[config.mk]
export PLATFORM = sky130hd
export DESIGN_NAME = ppfm_mux
export DESIGN_NICKNAME = d
export VERILOG_FILES = /design/src/core/ppfm_pkg.sv /design/src/core/ppfm_sync2.sv /design/src/core/ppfm_mux.sv
export SDC_FILE = /design/constraint.sdc
export NUM_CORES = 1
export LEC_CHECK = 0
export BUFFER_PORTS_ARGS = -buffer_cell sky130_fd_sc_hd__buf_2
export CAP_MARGIN = 20
export CORE_MARGIN = 3
export CORE_UTILIZATION = 25
export DETAILED_ROUTE_END_ITERATION = 16
export GPL_TIMING_DRIVEN = 0
export PLACE_DENSITY = 0.48
export SLEW_MARGIN = 40
export SYNTH_ARGS = -nofsm -noshare
export SYNTH_HDL_FRONTEND = slang
export SYNTH_HIERARCHICAL = 1
export SYNTH_SLANG_ARGS = --single-unit
export TNS_END_PERCENT = 5
[constraint.sdc]
create_clock -name clk -period 2.1 [get_ports clk]
set_input_delay 0 -clock clk [delete_from_list [all_inputs] [get_ports clk]]
set_output_delay 0 -clock clk [all_outputs]
set_load 0.05 [all_outputs]
[src/core/ppfm_pkg.sv]
// Shared types and constants for the port pin function multiplexer
package ppfm_pkg;

   // Operating modes, one-hot, captured at reset release
   typedef enum logic [3:0] {
      PPFM_MODE_SINGLE = 4'h1,
      PPFM_MODE_EXPAND = 4'h2,
      PPFM_MODE_BOOT   = 4'h4,
      PPFM_MODE_TEST   = 4'h8
   } ppfm_mode_t;

   // Mode strap codes, high select bit first
   localparam logic [1:0] PPFM_STRAP_SINGLE = 2'h2;
   localparam logic [1:0] PPFM_STRAP_EXPAND = 2'h3;
   localparam logic [1:0] PPFM_STRAP_BOOT   = 2'h0;
   localparam logic [1:0] PPFM_STRAP_TEST   = 2'h1;

   localparam ppfm_mode_t PPFM_MODE_RST = PPFM_MODE_SINGLE;
   localparam int         PPFM_PORT_W   = 8;

   // Two-signal view of an 8-bit group of two-way pins
   typedef struct packed {
      logic [7:0] dout;
      logic [7:0] oe;
   } ppfm_pins_t;

   // Expansion bus request from the core side
   typedef struct packed {
      logic [15:0] addr;
      logic [7:0]  wdata;
      logic        rd_wr_n;
      logic        addr_phase;
      logic        data_phase;
   } ppfm_bus_t;

   // Timer alternate functions on port A
   typedef struct packed {
      logic [3:0] cmp_out;    // Bit 0 is compare_out_2 ... bit 3 is compare_out_5
      logic [3:0] cmp_en;
      logic       cmp1_out;
      logic [4:0] cmp1_en;    // Bit 0 drives pin 3 ... bit 4 drives pin 7
      logic       cmp1_on_7;  // Pin 7 output enabled; pulse_accum_in still reads pin 7
   } ppfm_timer_t;

endpackage

[src/core/ppfm_sync2.sv]
// Two-flop synchroniser for a vector of pin inputs
`timescale 1ns/1ps
module ppfm_sync2 #(
   parameter int W = 8
) (
   input  wire logic         clk,     // System clock
   input  wire logic         sys_rst, // Asynchronous reset, active high
   input  wire logic [W-1:0] d,       // Asynchronous input
   output logic      [W-1:0] q        // Synchronised output
);
   logic [W-1:0] meta_r;

   always_ff @(posedge clk or posedge sys_rst) begin
      if (sys_rst) begin
         meta_r <= '0;
         q      <= '0;
      end else begin
         meta_r <= d;
         q      <= meta_r;
      end
   end
endmodule

[src/core/ppfm_mux.sv]
// Pin function multiplexer for ports A to E and the two strobe pins
`timescale 1ns/1ps
// What this block does
// RQ1: Port A, D and E functions never depend on the operating mode.
// RQ2: Single-chip and bootstrap modes make port B eight general outputs.
// RQ3: Expanded and test modes drive address bits 8..15 onto port B pins 0..7.
// RQ4: Single-chip and bootstrap modes make port C eight two-way general lines.
// RQ5: Expanded and test modes use port C pin n as address/data bit n.
// RQ6: Port A pins 0,1,2 feed capture inputs 3,2,1 in every mode.
// RQ7: Port A 3..6 carry compare 5..2; pin 7 pulse input or compare 1.
// RQ8: Port C carries low address, then data while E high; strobe latches address.
// RQ9: Mode pins set mode at reset: 10 single, 11 expanded, 00 boot, 01 test.
// RQ10: Mode is caught at reset release and held until the next reset.
module ppfm_mux (
   input  wire logic                 clk,              // System clock, 250 MHz
   input  wire logic                 sys_rst,          // Asynchronous reset, active high
   input  wire logic                 mode_select_high, // Mode strap, high bit
   input  wire logic                 mode_select_low,  // Mode strap, low bit
   // Port A
   input  wire logic [7:0]           pa_in,            // Port A pin levels
   output logic      [7:0]           pa_out,           // Port A pin drive
   output logic      [7:0]           pa_oe,            // Port A output enables
   input  wire logic [7:0]           pa_gp_dout,       // Port A general data out
   input  wire logic [7:0]           pa_gp_oe,         // Port A general direction
   output logic      [7:0]           pa_gp_din,        // Port A general data in
   input  wire ppfm_pkg::ppfm_timer_t tmr,             // Timer compare requests
   output logic                      capture_in_1,     // Capture channel 1 input
   output logic                      capture_in_2,     // Capture channel 2 input
   output logic                      capture_in_3,     // Capture channel 3 input
   output logic                      pulse_accum_in,   // Pulse accumulator input
   // Port B
   output logic      [7:0]           pb_out,           // Port B pin drive
   input  wire logic [7:0]           pb_gp_dout,       // Port B general data out
   // Port C
   input  wire logic [7:0]           pc_in,            // Port C pin levels
   output logic      [7:0]           pc_out,           // Port C pin drive
   output logic      [7:0]           pc_oe,            // Port C output enables
   input  wire logic [7:0]           pc_gp_dout,       // Port C general data out
   input  wire logic [7:0]           pc_gp_oe,         // Port C general direction
   output logic      [7:0]           pc_gp_din,        // Port C general data in
   // Strobe pins
   input  wire logic                 handshake_strobe_in_in,          // Strobe A pin level
   output logic                      handshake_strobe_in_out,         // Strobe A pin drive
   output logic                      handshake_strobe_in_oe,          // Strobe A output enable
   output logic                      handshake_strobe_in, // Handshake strobe to core
   output logic                      handshake_strobe_out_out,         // Strobe B / read-write pin
   input  wire logic                 handshake_strobe_out, // Handshake strobe from core
   // Expansion bus
   input  wire ppfm_pkg::ppfm_bus_t  bus,              // Core bus cycle
   output logic      [7:0]           bus_rdata,        // Read data sampled in data phase
   // Ports D and E
   input  wire logic [5:0]           pd_in,            // Port D pin levels
   output logic      [5:0]           pd_out,           // Port D pin drive
   output logic      [5:0]           pd_oe,            // Port D output enables
   input  wire logic [5:0]           pd_alt_dout,      // Serial blocks data out
   input  wire logic [5:0]           pd_alt_oe,        // Serial blocks direction
   output logic      [5:0]           pd_alt_din,       // Serial blocks data in
   input  wire logic [7:0]           pe_in,            // Port E pin levels
   output logic      [7:0]           pe_din,           // Port E to general and converter
   output ppfm_pkg::ppfm_mode_t      mode,             // Held operating mode
   output logic                      bus_mode          // Expansion pins active
);
   ppfm_pkg::ppfm_mode_t mode_r;
   logic [2:0]           cap_pend_r;
   logic [7:0]           pa_s, pc_s, pe_s;
   logic [5:0]           pd_s;
   logic [1:0]           strap_s;
   logic                 handshake_strobe_in_s;
   logic [7:0]           pa_drv, pa_en;

   // All pin inputs come from outside the clock domain
   ppfm_sync2 #(.W(33)) u_sync (
      .clk     (clk),
      .sys_rst (sys_rst),
      .d       ({pa_in, pc_in, pe_in, pd_in, mode_select_high, mode_select_low, handshake_strobe_in_in}),
      .q       ({pa_s, pc_s, pe_s, pd_s, strap_s, handshake_strobe_in_s})
   );

   // Synced straps settle two edges after release; decode on the third so
   // the mode never comes from a synchroniser still holding its reset value
   always_ff @(posedge clk or posedge sys_rst) begin
      if (sys_rst) begin
         cap_pend_r <= 3'h4;
      end else begin
         cap_pend_r <= {1'b0, cap_pend_r[2:1]};
      end
   end

   // Straps are taken once per reset and then frozen
   always_ff @(posedge clk or posedge sys_rst) begin
      if (sys_rst) begin
         mode_r <= ppfm_pkg::PPFM_MODE_RST;
      end else if (cap_pend_r[0]) begin // RQ10
         case (strap_s) // RQ9
            ppfm_pkg::PPFM_STRAP_SINGLE: mode_r <= ppfm_pkg::PPFM_MODE_SINGLE;
            ppfm_pkg::PPFM_STRAP_EXPAND: mode_r <= ppfm_pkg::PPFM_MODE_EXPAND;
            ppfm_pkg::PPFM_STRAP_BOOT:   mode_r <= ppfm_pkg::PPFM_MODE_BOOT;
            ppfm_pkg::PPFM_STRAP_TEST:   mode_r <= ppfm_pkg::PPFM_MODE_TEST;
            default:                     mode_r <= ppfm_pkg::PPFM_MODE_RST;
         endcase
      end
   end

   assign mode     = mode_r;
   assign bus_mode = (mode_r == ppfm_pkg::PPFM_MODE_EXPAND) ||
                     (mode_r == ppfm_pkg::PPFM_MODE_TEST);

   // Port A: timer pins are wired the same regardless of mode
   always_comb begin
      pa_drv = pa_gp_dout;
      pa_en  = pa_gp_oe;
      for (int i = 0; i < 4; i++) begin
         if (tmr.cmp_en[i]) begin // RQ7
            pa_drv[6-i] = tmr.cmp_out[i];
            pa_en[6-i]  = 1'b1;
         end
      end
      if (tmr.cmp1_on_7) begin // RQ7
         pa_en[7] = 1'b1;
      end
      // Compare 1 overrides the others where enabled, as it may share a pin
      for (int i = 0; i < 5; i++) begin
         if (tmr.cmp1_en[i]) begin // RQ7
            pa_drv[3+i] = tmr.cmp1_out;
            pa_en[3+i]  = 1'b1;
         end
      end
      pa_en[2:0] = pa_gp_oe[2:0];
   end

   always_ff @(posedge clk or posedge sys_rst) begin
      if (sys_rst) begin
         pa_out <= 8'h00;
         pa_oe  <= 8'h00;
      end else begin
         pa_out <= pa_drv; // RQ1
         pa_oe  <= pa_en;
      end
   end

   assign pa_gp_din      = pa_s;
   assign capture_in_3   = pa_s[0]; // RQ6
   assign capture_in_2   = pa_s[1]; // RQ6
   assign capture_in_1   = pa_s[2]; // RQ6
   assign pulse_accum_in = pa_s[7]; // RQ7

   // Port B is output-only in every mode
   always_ff @(posedge clk or posedge sys_rst) begin
      if (sys_rst) begin
         pb_out <= 8'h00;
      end else if (bus_mode) begin
         pb_out <= bus.addr[15:8]; // RQ3
      end else begin
         pb_out <= pb_gp_dout; // RQ2
      end
   end

   // Port C: general I/O, or address then data with direction from read-write
   always_ff @(posedge clk or posedge sys_rst) begin
      if (sys_rst) begin
         pc_out <= 8'h00;
         pc_oe  <= 8'h00;
      end else if (!bus_mode) begin
         pc_out <= pc_gp_dout; // RQ4
         pc_oe  <= pc_gp_oe;
      end else if (bus.addr_phase) begin
         pc_out <= bus.addr[7:0]; // RQ5 RQ8
         pc_oe  <= 8'hFF;
      end else if (bus.data_phase) begin
         pc_out <= bus.wdata; // RQ8
         pc_oe  <= bus.rd_wr_n ? 8'h00 : 8'hFF;
      end else begin
         pc_out <= 8'h00;
         pc_oe  <= 8'h00;
      end
   end

   assign pc_gp_din = bus_mode ? 8'h00 : pc_s;

   // Read data is the synchronised pin level, sampled in read data phases
   always_ff @(posedge clk or posedge sys_rst) begin
      if (sys_rst) begin
         bus_rdata <= 8'h00;
      end else if (bus_mode && bus.data_phase && bus.rd_wr_n) begin
         bus_rdata <= pc_s; // RQ8
      end
   end

   // Strobe pins: address strobe and read-write in bus modes, handshake otherwise
   always_ff @(posedge clk or posedge sys_rst) begin
      if (sys_rst) begin
         handshake_strobe_in_out <= 1'b0;
         handshake_strobe_in_oe  <= 1'b0;
         handshake_strobe_out_out <= 1'b0;
      end else if (bus_mode) begin
         handshake_strobe_in_out <= bus.addr_phase; // RQ8
         handshake_strobe_in_oe  <= 1'b1;
         handshake_strobe_out_out <= bus.rd_wr_n;
      end else begin
         handshake_strobe_in_out <= 1'b0;
         handshake_strobe_in_oe  <= 1'b0;
         handshake_strobe_out_out <= handshake_strobe_out;
      end
   end

   assign handshake_strobe_in = bus_mode ? 1'b0 : handshake_strobe_in_s;

   // Ports D and E pass straight to their alternate functions
   always_ff @(posedge clk or posedge sys_rst) begin
      if (sys_rst) begin
         pd_out <= 6'h00;
         pd_oe  <= 6'h00;
      end else begin
         pd_out <= pd_alt_dout; // RQ1
         pd_oe  <= pd_alt_oe;
      end
   end

   assign pd_alt_din = pd_s; // RQ1
   assign pe_din     = pe_s; // RQ1
endmodule

==> results.yml, run 1 <==
status:
  status: "complete, no violations"
logic_synthesis:
  syn-num-nets: 369
  avgSynthCellArea_um2: 17.8
  synth-xor-area-share_pct: 0.383
  yosys-top-cells-area: "dfrtp_1 79%, mux2_2 4.5%, mux2_4 3.2%"
  synth_top_family_by_area: "multiplexers"
  synthMuxAreaShare_pct: 8.64
  synth_fa_ha_area_share_pct: 0
  ys_seq_area_share_pct: 80.2
  ys_ff_latch: 136
  yosys_warnings: 6
  synthSimpleGateAreaFrac_pct: 4.07
  yosysTopAreaCellShare_pct: 79.0
  syn_area_mm2: 0.00425
  synth_top_area_cell: "dfrtp_1"
  ys_types: 29
  synthCells: 239
  synth-compound-area-share_pct: 4.19
route:
  drc: 0
  vias: 3297
  ant_nets: 0
  drt_first_iter_violations: 41
  first_pass_iters: 4
  wl_per_cell_um: 13.7
  drt-total-wl_um: 11600
  vias_per_cell: 3.89
placed_design:
  dpl_cell_area_mm2: 0.00572
  post-dp-hpwl_um: 7870
  portBuffers: 231
  globalplace.congestion: 0.647
global_route:
  antenna_found_initial: 0
  grt_first_pass_wirelength_um: 17800
  grt-ovfl-total: 0
  grt_max_degree: 46
  track_usage_pct: 12.7
  grt_pass1_vias: 3672
worst_setup_path:
  worstPathArrival_ns: 2.31
  critPathMaxStageDelay_ns: 0.56
  worstPathRequired_ns: 2.39
  crit_path_end_kind: "flip-flop"
  path_cells: "xor2_2 > nand2_2 > buf_6 > mux2_4 > dlygate4sd3_1"
  crit_type: "flip-flop to flip-flop"
  crit_slowest_cell: "dlygate4sd3_1"
  cp_max_fo: 10
  start_kind: "flip-flop"
clock_network:
  clk_pin_slew_ns: 0.06
  clock-sinks: 136
  numCtsBuffers: 17
  cts_buffer_depth: 2
  post_cts_buffers: 0
  cts_max_level: 4
  cts_tree: "done"
  clk_latency_ns: 0.41
  root_buffer: "clkbuf_16"
timing:
  fin_crit_ns: 2.02
  hold_ws_ns: 0.0760
  rsz0062_at_grt: "false"
  finalMaxSlewViolations: 0
  setup_violations: 0
  min_period_over_period_pct: 96.3
  hold_viol: 0
  slew-limit-headroom_pct: 45.4
  skew_ns: 0.00801
  max_freq_mhz: 494
  worst_pin_slew_ns: 0.818
floorplanning:
  die_w_um: 136
  initial_utilization_pct: 25.6
  dieHeight_um: 136
  die-area_mm2: 0.0186
  core_area_mm2: 0.0166
  io_pins: 233
  num_rows: 47
finish:
  syn_to_final_growth_pct: 78.0
  utilization_pct: 45.6
  antennaDiodeCount: 0
  final_cell_mix: "232 x buf_2, 134 x dfrtp_1, 123 x dlygate4sd3_1"
  final_nets: 744
  final_cell_area_mm2: 0.00756
  multiInputGateArea_um2: 739
  seq_area_mm2: 0.00341
  fillCellCount: 1505
  layout-drive-gt1-share_pct: 49.1
  final_common_cell: "buf_2"
power:
  total_power_mw: 7.59
  ir_worst_vdd_mv: 0.709
  cellLeakagePower_nw: 3.70
  p_per_area_mw_per_mm2: 1000
min_path:
  min_path_type: "primary input to flip-flop"
flow_run:
  cap_violations: 0
area by class of cell:
cell class                      count  area share [%]
Buffer                              9           0.960
Clock buffer                       18            5.81
Clock inverter                     14            2.12
Inverter                            8           0.497
Multi-Input combinational cell     86            9.78
Sequential cell                   136            45.1
Tap cell                          220            3.64
Timing Repair Buffer              356            32.1
per-layer routing:
layer / vias up / share of wire [%] / GRT usage (%)
met5: - / 0 / 0
met2: 154 / 51 / 21.9
met3: 23 / 11 / 7.14
met1: 1576 / 36 / 12.6
li1: 1544 / - / -
met4: 0 / 2.0 / 4.76
logic make-up (layout without fill, tap and decap cells):
family	after synthesis	after routing
compound gates	25	25
buf+inv	17	405
other cells	1	1
flops	136	136
simple gates	29	29
mux	30	30
xor+xnor	1	1
critical path: cells and delay by family, from the launching register on:
family                 cells  cell delay (ns)
XOR/XNOR                   1             0.31
buffers and inverters      2             0.75
flip-flops                 1             0.41
multiplexers               1             0.30
AND/OR/NAND/NOR            1             0.12
cells in the mapped netlist (all sizes together):
library cell  count
a21oi             1
a22o              7
a31oi             1
and2              9
buf               8
clkbuf            1
conb              1
dfrtp           134
dfstp             2
inv               8
mux2             26
mux2i             4
nand2             7
nand3             2
nand3b            1
nand4             1
nor2              3
nor2b             1
o2111ai           1
o21a              8
o21ai             6
o22ai             1
or3               5
xor2              1
power breakdown:
part           internal [mW]  switching (mW)
sequential              2.85          0.0773
clock                   1.81            1.17
combinational          0.574            1.11
flip-flops by register name (all words and copies together) (netlist names), 3 cells and up:
register and flops:
u_sync/meta_r 33, u_sync/q 33, bus_rdata 8, pa_oe 8
pa_out 8, pb_out 8, pc_oe 8, pc_out 8
pd_oe 6, pd_out 6, mode 4, cap_pend_r 3
worst paths after layout:
| path | start | endpoint | slack, ns | cells past startpoint |
|---|---|---|---|---|
| max | mode[3] | pb_out[3] | 0.08 | 5 |
| min | bus[0] | bus_rdata[0] | 0.08 | 3 |
| max reg2reg | mode[3] | pb_out[3] | 0.08 | 5 |
| min reg2reg | u_sync/meta_r[1] | u_sync/q[1] | 0.34 | 0 |
| max in group asynchronous | sys_rst | u_sync/q[19] | 1.44 | 4 |
| min in group asynchronous | sys_rst | mode[2] | 0.13 | 3 |
repair_timing:
action / 4_1_cts / 5_1_grt
hold endpoints to repair: 223 / 0
hold buffers: 123 / 0
endpoints found under the setup margin: 0 / 19
gates resized for setup: 0 / 1
through the flow:
step           setup WS [ns]  cells  TNS (ns)
2_1_floorplan          0.335    239         0
3_3_place_gp          -0.582    690    -60.31
3_5_place_dp           0.502    692         0
4_1_cts               0.0168    847         0
5_1_grt              0.00345    847         0
6_report              0.0768    847         0
Note: power is estimated with default switching activity, not from simulation.
==> inputs of run 2 (changes only) <==
--- a/config.mk
+++ b/config.mk
@@ -5,6 +5,7 @@
 export SDC_FILE = /design/constraint.sdc
 export NUM_CORES = 1
 export LEC_CHECK = 0
+export ABC_AREA = 1
 export BUFFER_PORTS_ARGS = -buffer_cell sky130_fd_sc_hd__buf_2
 export CAP_MARGIN = 20
 export CORE_MARGIN = 3
==> run 2 against run 1 <==
  * Total power is essentially flat
  * Utilization shrank 0.099 points
  * Combinational power shrank 3%
  * First-iteration DRC count grew 120%
  * Sequential power is essentially flat
  * Die area grew 2.0%
  * Sequential cell count is the same
  * Cell count grew 9.8%
  * Register-to-register slack gained 0.16 ns
  * Fmax grew 8.3%
  * Largest power group unchanged
==> results.yml, run 2 <==
status:
  status: "complete, no violations"
placed_design:
  portBuffers: 230
  post-dp-hpwl_um: 8090
  dpl_cell_area_mm2: 0.00581
  globalplace.congestion: 0.713
logic_synthesis:
  synthFlopType: "dfrtp_1"
  yosys_warnings: 6
  synth_edf_count: 0
  syn_area_mm2: 0.00433
  syn-num-nets: 456
  avgSynthCellArea_um2: 13.3
  yosysTopAreaCellShare_pct: 77.4
  synth_top_area_cell: "dfrtp_1"
  ys_types: 24
  yosys-top-cells-count: "134 x dfrtp_1, 96 x nand2_1, 28 x inv_1"
  yosys-top-cells-area: "dfrtp_1 77%, nand2_1 8.3%, inv_1 2.4%"
  ys_ff_latch: 136
  synthCells: 326
  ys_seq_area_share_pct: 78.6
  synth.most_common_cell: "dfrtp_1"
  async_reset_ff_share_pct: 100
worst_setup_path:
  crit_path_end_kind: "flip-flop"
  start_kind: "flip-flop"
  cp_max_fo: 10
  crit_type: "flip-flop to flip-flop"
  worstPathRequired_ns: 2.38
  worstPathArrival_ns: 2.14
timing:
  hold_viol: 0
  finalMaxSlewViolations: 0
  rsz0062_at_grt: "false"
  fin_crit_ns: 1.87
  setup_violations: 0
  skew_ns: 0.00589
  hold_ws_ns: 0.0455
  max_freq_mhz: 535
  min_period_over_period_pct: 89.0
clock_network:
  cts_max_level: 4
  numCtsBuffers: 17
  root_buffer: "clkbuf_16"
  cts_buffer_depth: 2
  cts_resized: 0
  clk_pin_slew_ns: 0.06
  clock-sinks: 136
  clk_latency_ns: 0.40
  post_cts_buffers: 0
  cts_tree: "done"
finish:
  layout-drive-gt1-share_pct: 40.6
  utilization_pct: 45.5
  final_common_cell: "buf_2"
  final_cell_mix: "231 x buf_2, 134 x dfrtp_1, 120 x dlygate4sd3_1"
  final_cell_area_mm2: 0.00762
  final_nets: 827
  reg_top3: "u_sync/meta_r: 33 flops, u_sync/q: 33 flops"
  seq_area_mm2: 0.00341
  syn_to_final_growth_pct: 75.9
  multiInputGateArea_um2: 683
  antennaDiodeCount: 0
  fillCellCount: 1521
floorplanning:
  die-area_mm2: 0.0189
  core_area_mm2: 0.0168
  num_rows: 47
  die_w_um: 138
  io_pins: 233
  initial_utilization_pct: 25.9
  dieHeight_um: 138
route:
  first_pass_iters: 4
  wirelength_met1_um: 4630
  wl_met2_um: 5720
  drc: 0
  vias_per_cell: 3.89
  route.met3.wl_um: 1280
  ant_nets: 0
  top_layer: "met4"
  vias: 3616
  drt_first_iter_violations: 90
  drt-total-wl_um: 11800
  wl_per_cell_um: 12.7
power:
  p_per_area_mw_per_mm2: 996
  ir_worst_vdd_mv: 0.557
  cellLeakagePower_nw: 3.94
  total_power_mw: 7.59
global_route:
  grt_max_degree: 41
  antenna_found_initial: 0
  grt-ovfl-total: 0
  grt_pass1_vias: 3722
  grt_first_pass_wirelength_um: 17900
  track_usage_pct: 12.4
min_path:
  min_path_type: "primary input to flip-flop"
flow_run:
  cap_violations: 0
## run 2: where the power goes
group / switching, mW / internal (mW)
combinational: 1.11 / 0.521
clock: 1.13 / 1.92
sequential: 0.0746 / 2.84
total: 2.31 / 5.28
## run 2: path summary, 6_finish.rpt
path / slack [ns] / cells after the start / to / startpoint
min in group asynchronous: 0.16 / 3 / bus_rdata[5] / sys_rst
setup reg to reg: 0.23 / 8 / pc_out[2] / mode[2]
max in group asynchronous: 1.38 / 4 / mode[0] / sys_rst
hold reg to reg: 0.34 / 0 / u_sync/q[32] / u_sync/meta_r[32]
setup / recovery: 0.23 / 8 / pc_out[2] / mode[2]
hold / removal: 0.05 / 4 / bus_rdata[5] / bus[2]
## run 2: kinds of logic after synthesis
logic type | count (synthesis) | share of synthesized area, %
buffers and inverters | 42 | 5.63
other | 1 | 0.0865
and+or+nand+nor | 117 | 11.0
AOI/OAI and AO/OA | 30 | 4.71
DFF | 136 | 78.6
## run 2: routing by layer
layer  global-route usage, %  vias up
li1                        -     1756
met1                    13.3     1682
met2                    21.2      167
met3                    6.14       11
met4                    4.16        0
met5                       0        -
## run 2: what timing repair did
item	4_1_cts	5_1_grt
endpoints found under the hold margin	229	0
hold buffers	120	0
endpoints found under the setup margin	0	0
## run 2: cell type report
| type | count | area share, % |
|---|---|---|
| sequential | 136 | 44.7 |
| timing repair buffer | 352 | 31.4 |
| multi-input combinational | 148 | 8.96 |
| clock buffer | 20 | 5.86 |
| tap | 220 | 3.61 |
| clock inverter | 12 | 2.18 |
| buffer | 13 | 1.77 |
| inverter | 29 | 1.53 |
## run 2: critical path, cell delays in order (launching register included)
cell and delay (ns):
dfrtp_1 0.39, nor2_1 0.09, nand2_1 0.06, nor2_2 0.17, inv_2 0.14, clkbuf_8 0.19
nand2_1 0.08, o21ai_2 0.06, dlygate4sd3_1 0.56
## run 2: metrics by stage
step | TNS, ns | worst slack (ns) | instances
detailed placement | 0 | 0.648 | 778
global route | 0 | 0.0864 | 930
floorplan | 0 | 0.335 | 326
CTS | 0 | 0.195 | 930
finish | 0 | 0.232 | 930
global placement | -58.10 | -0.572 | 776
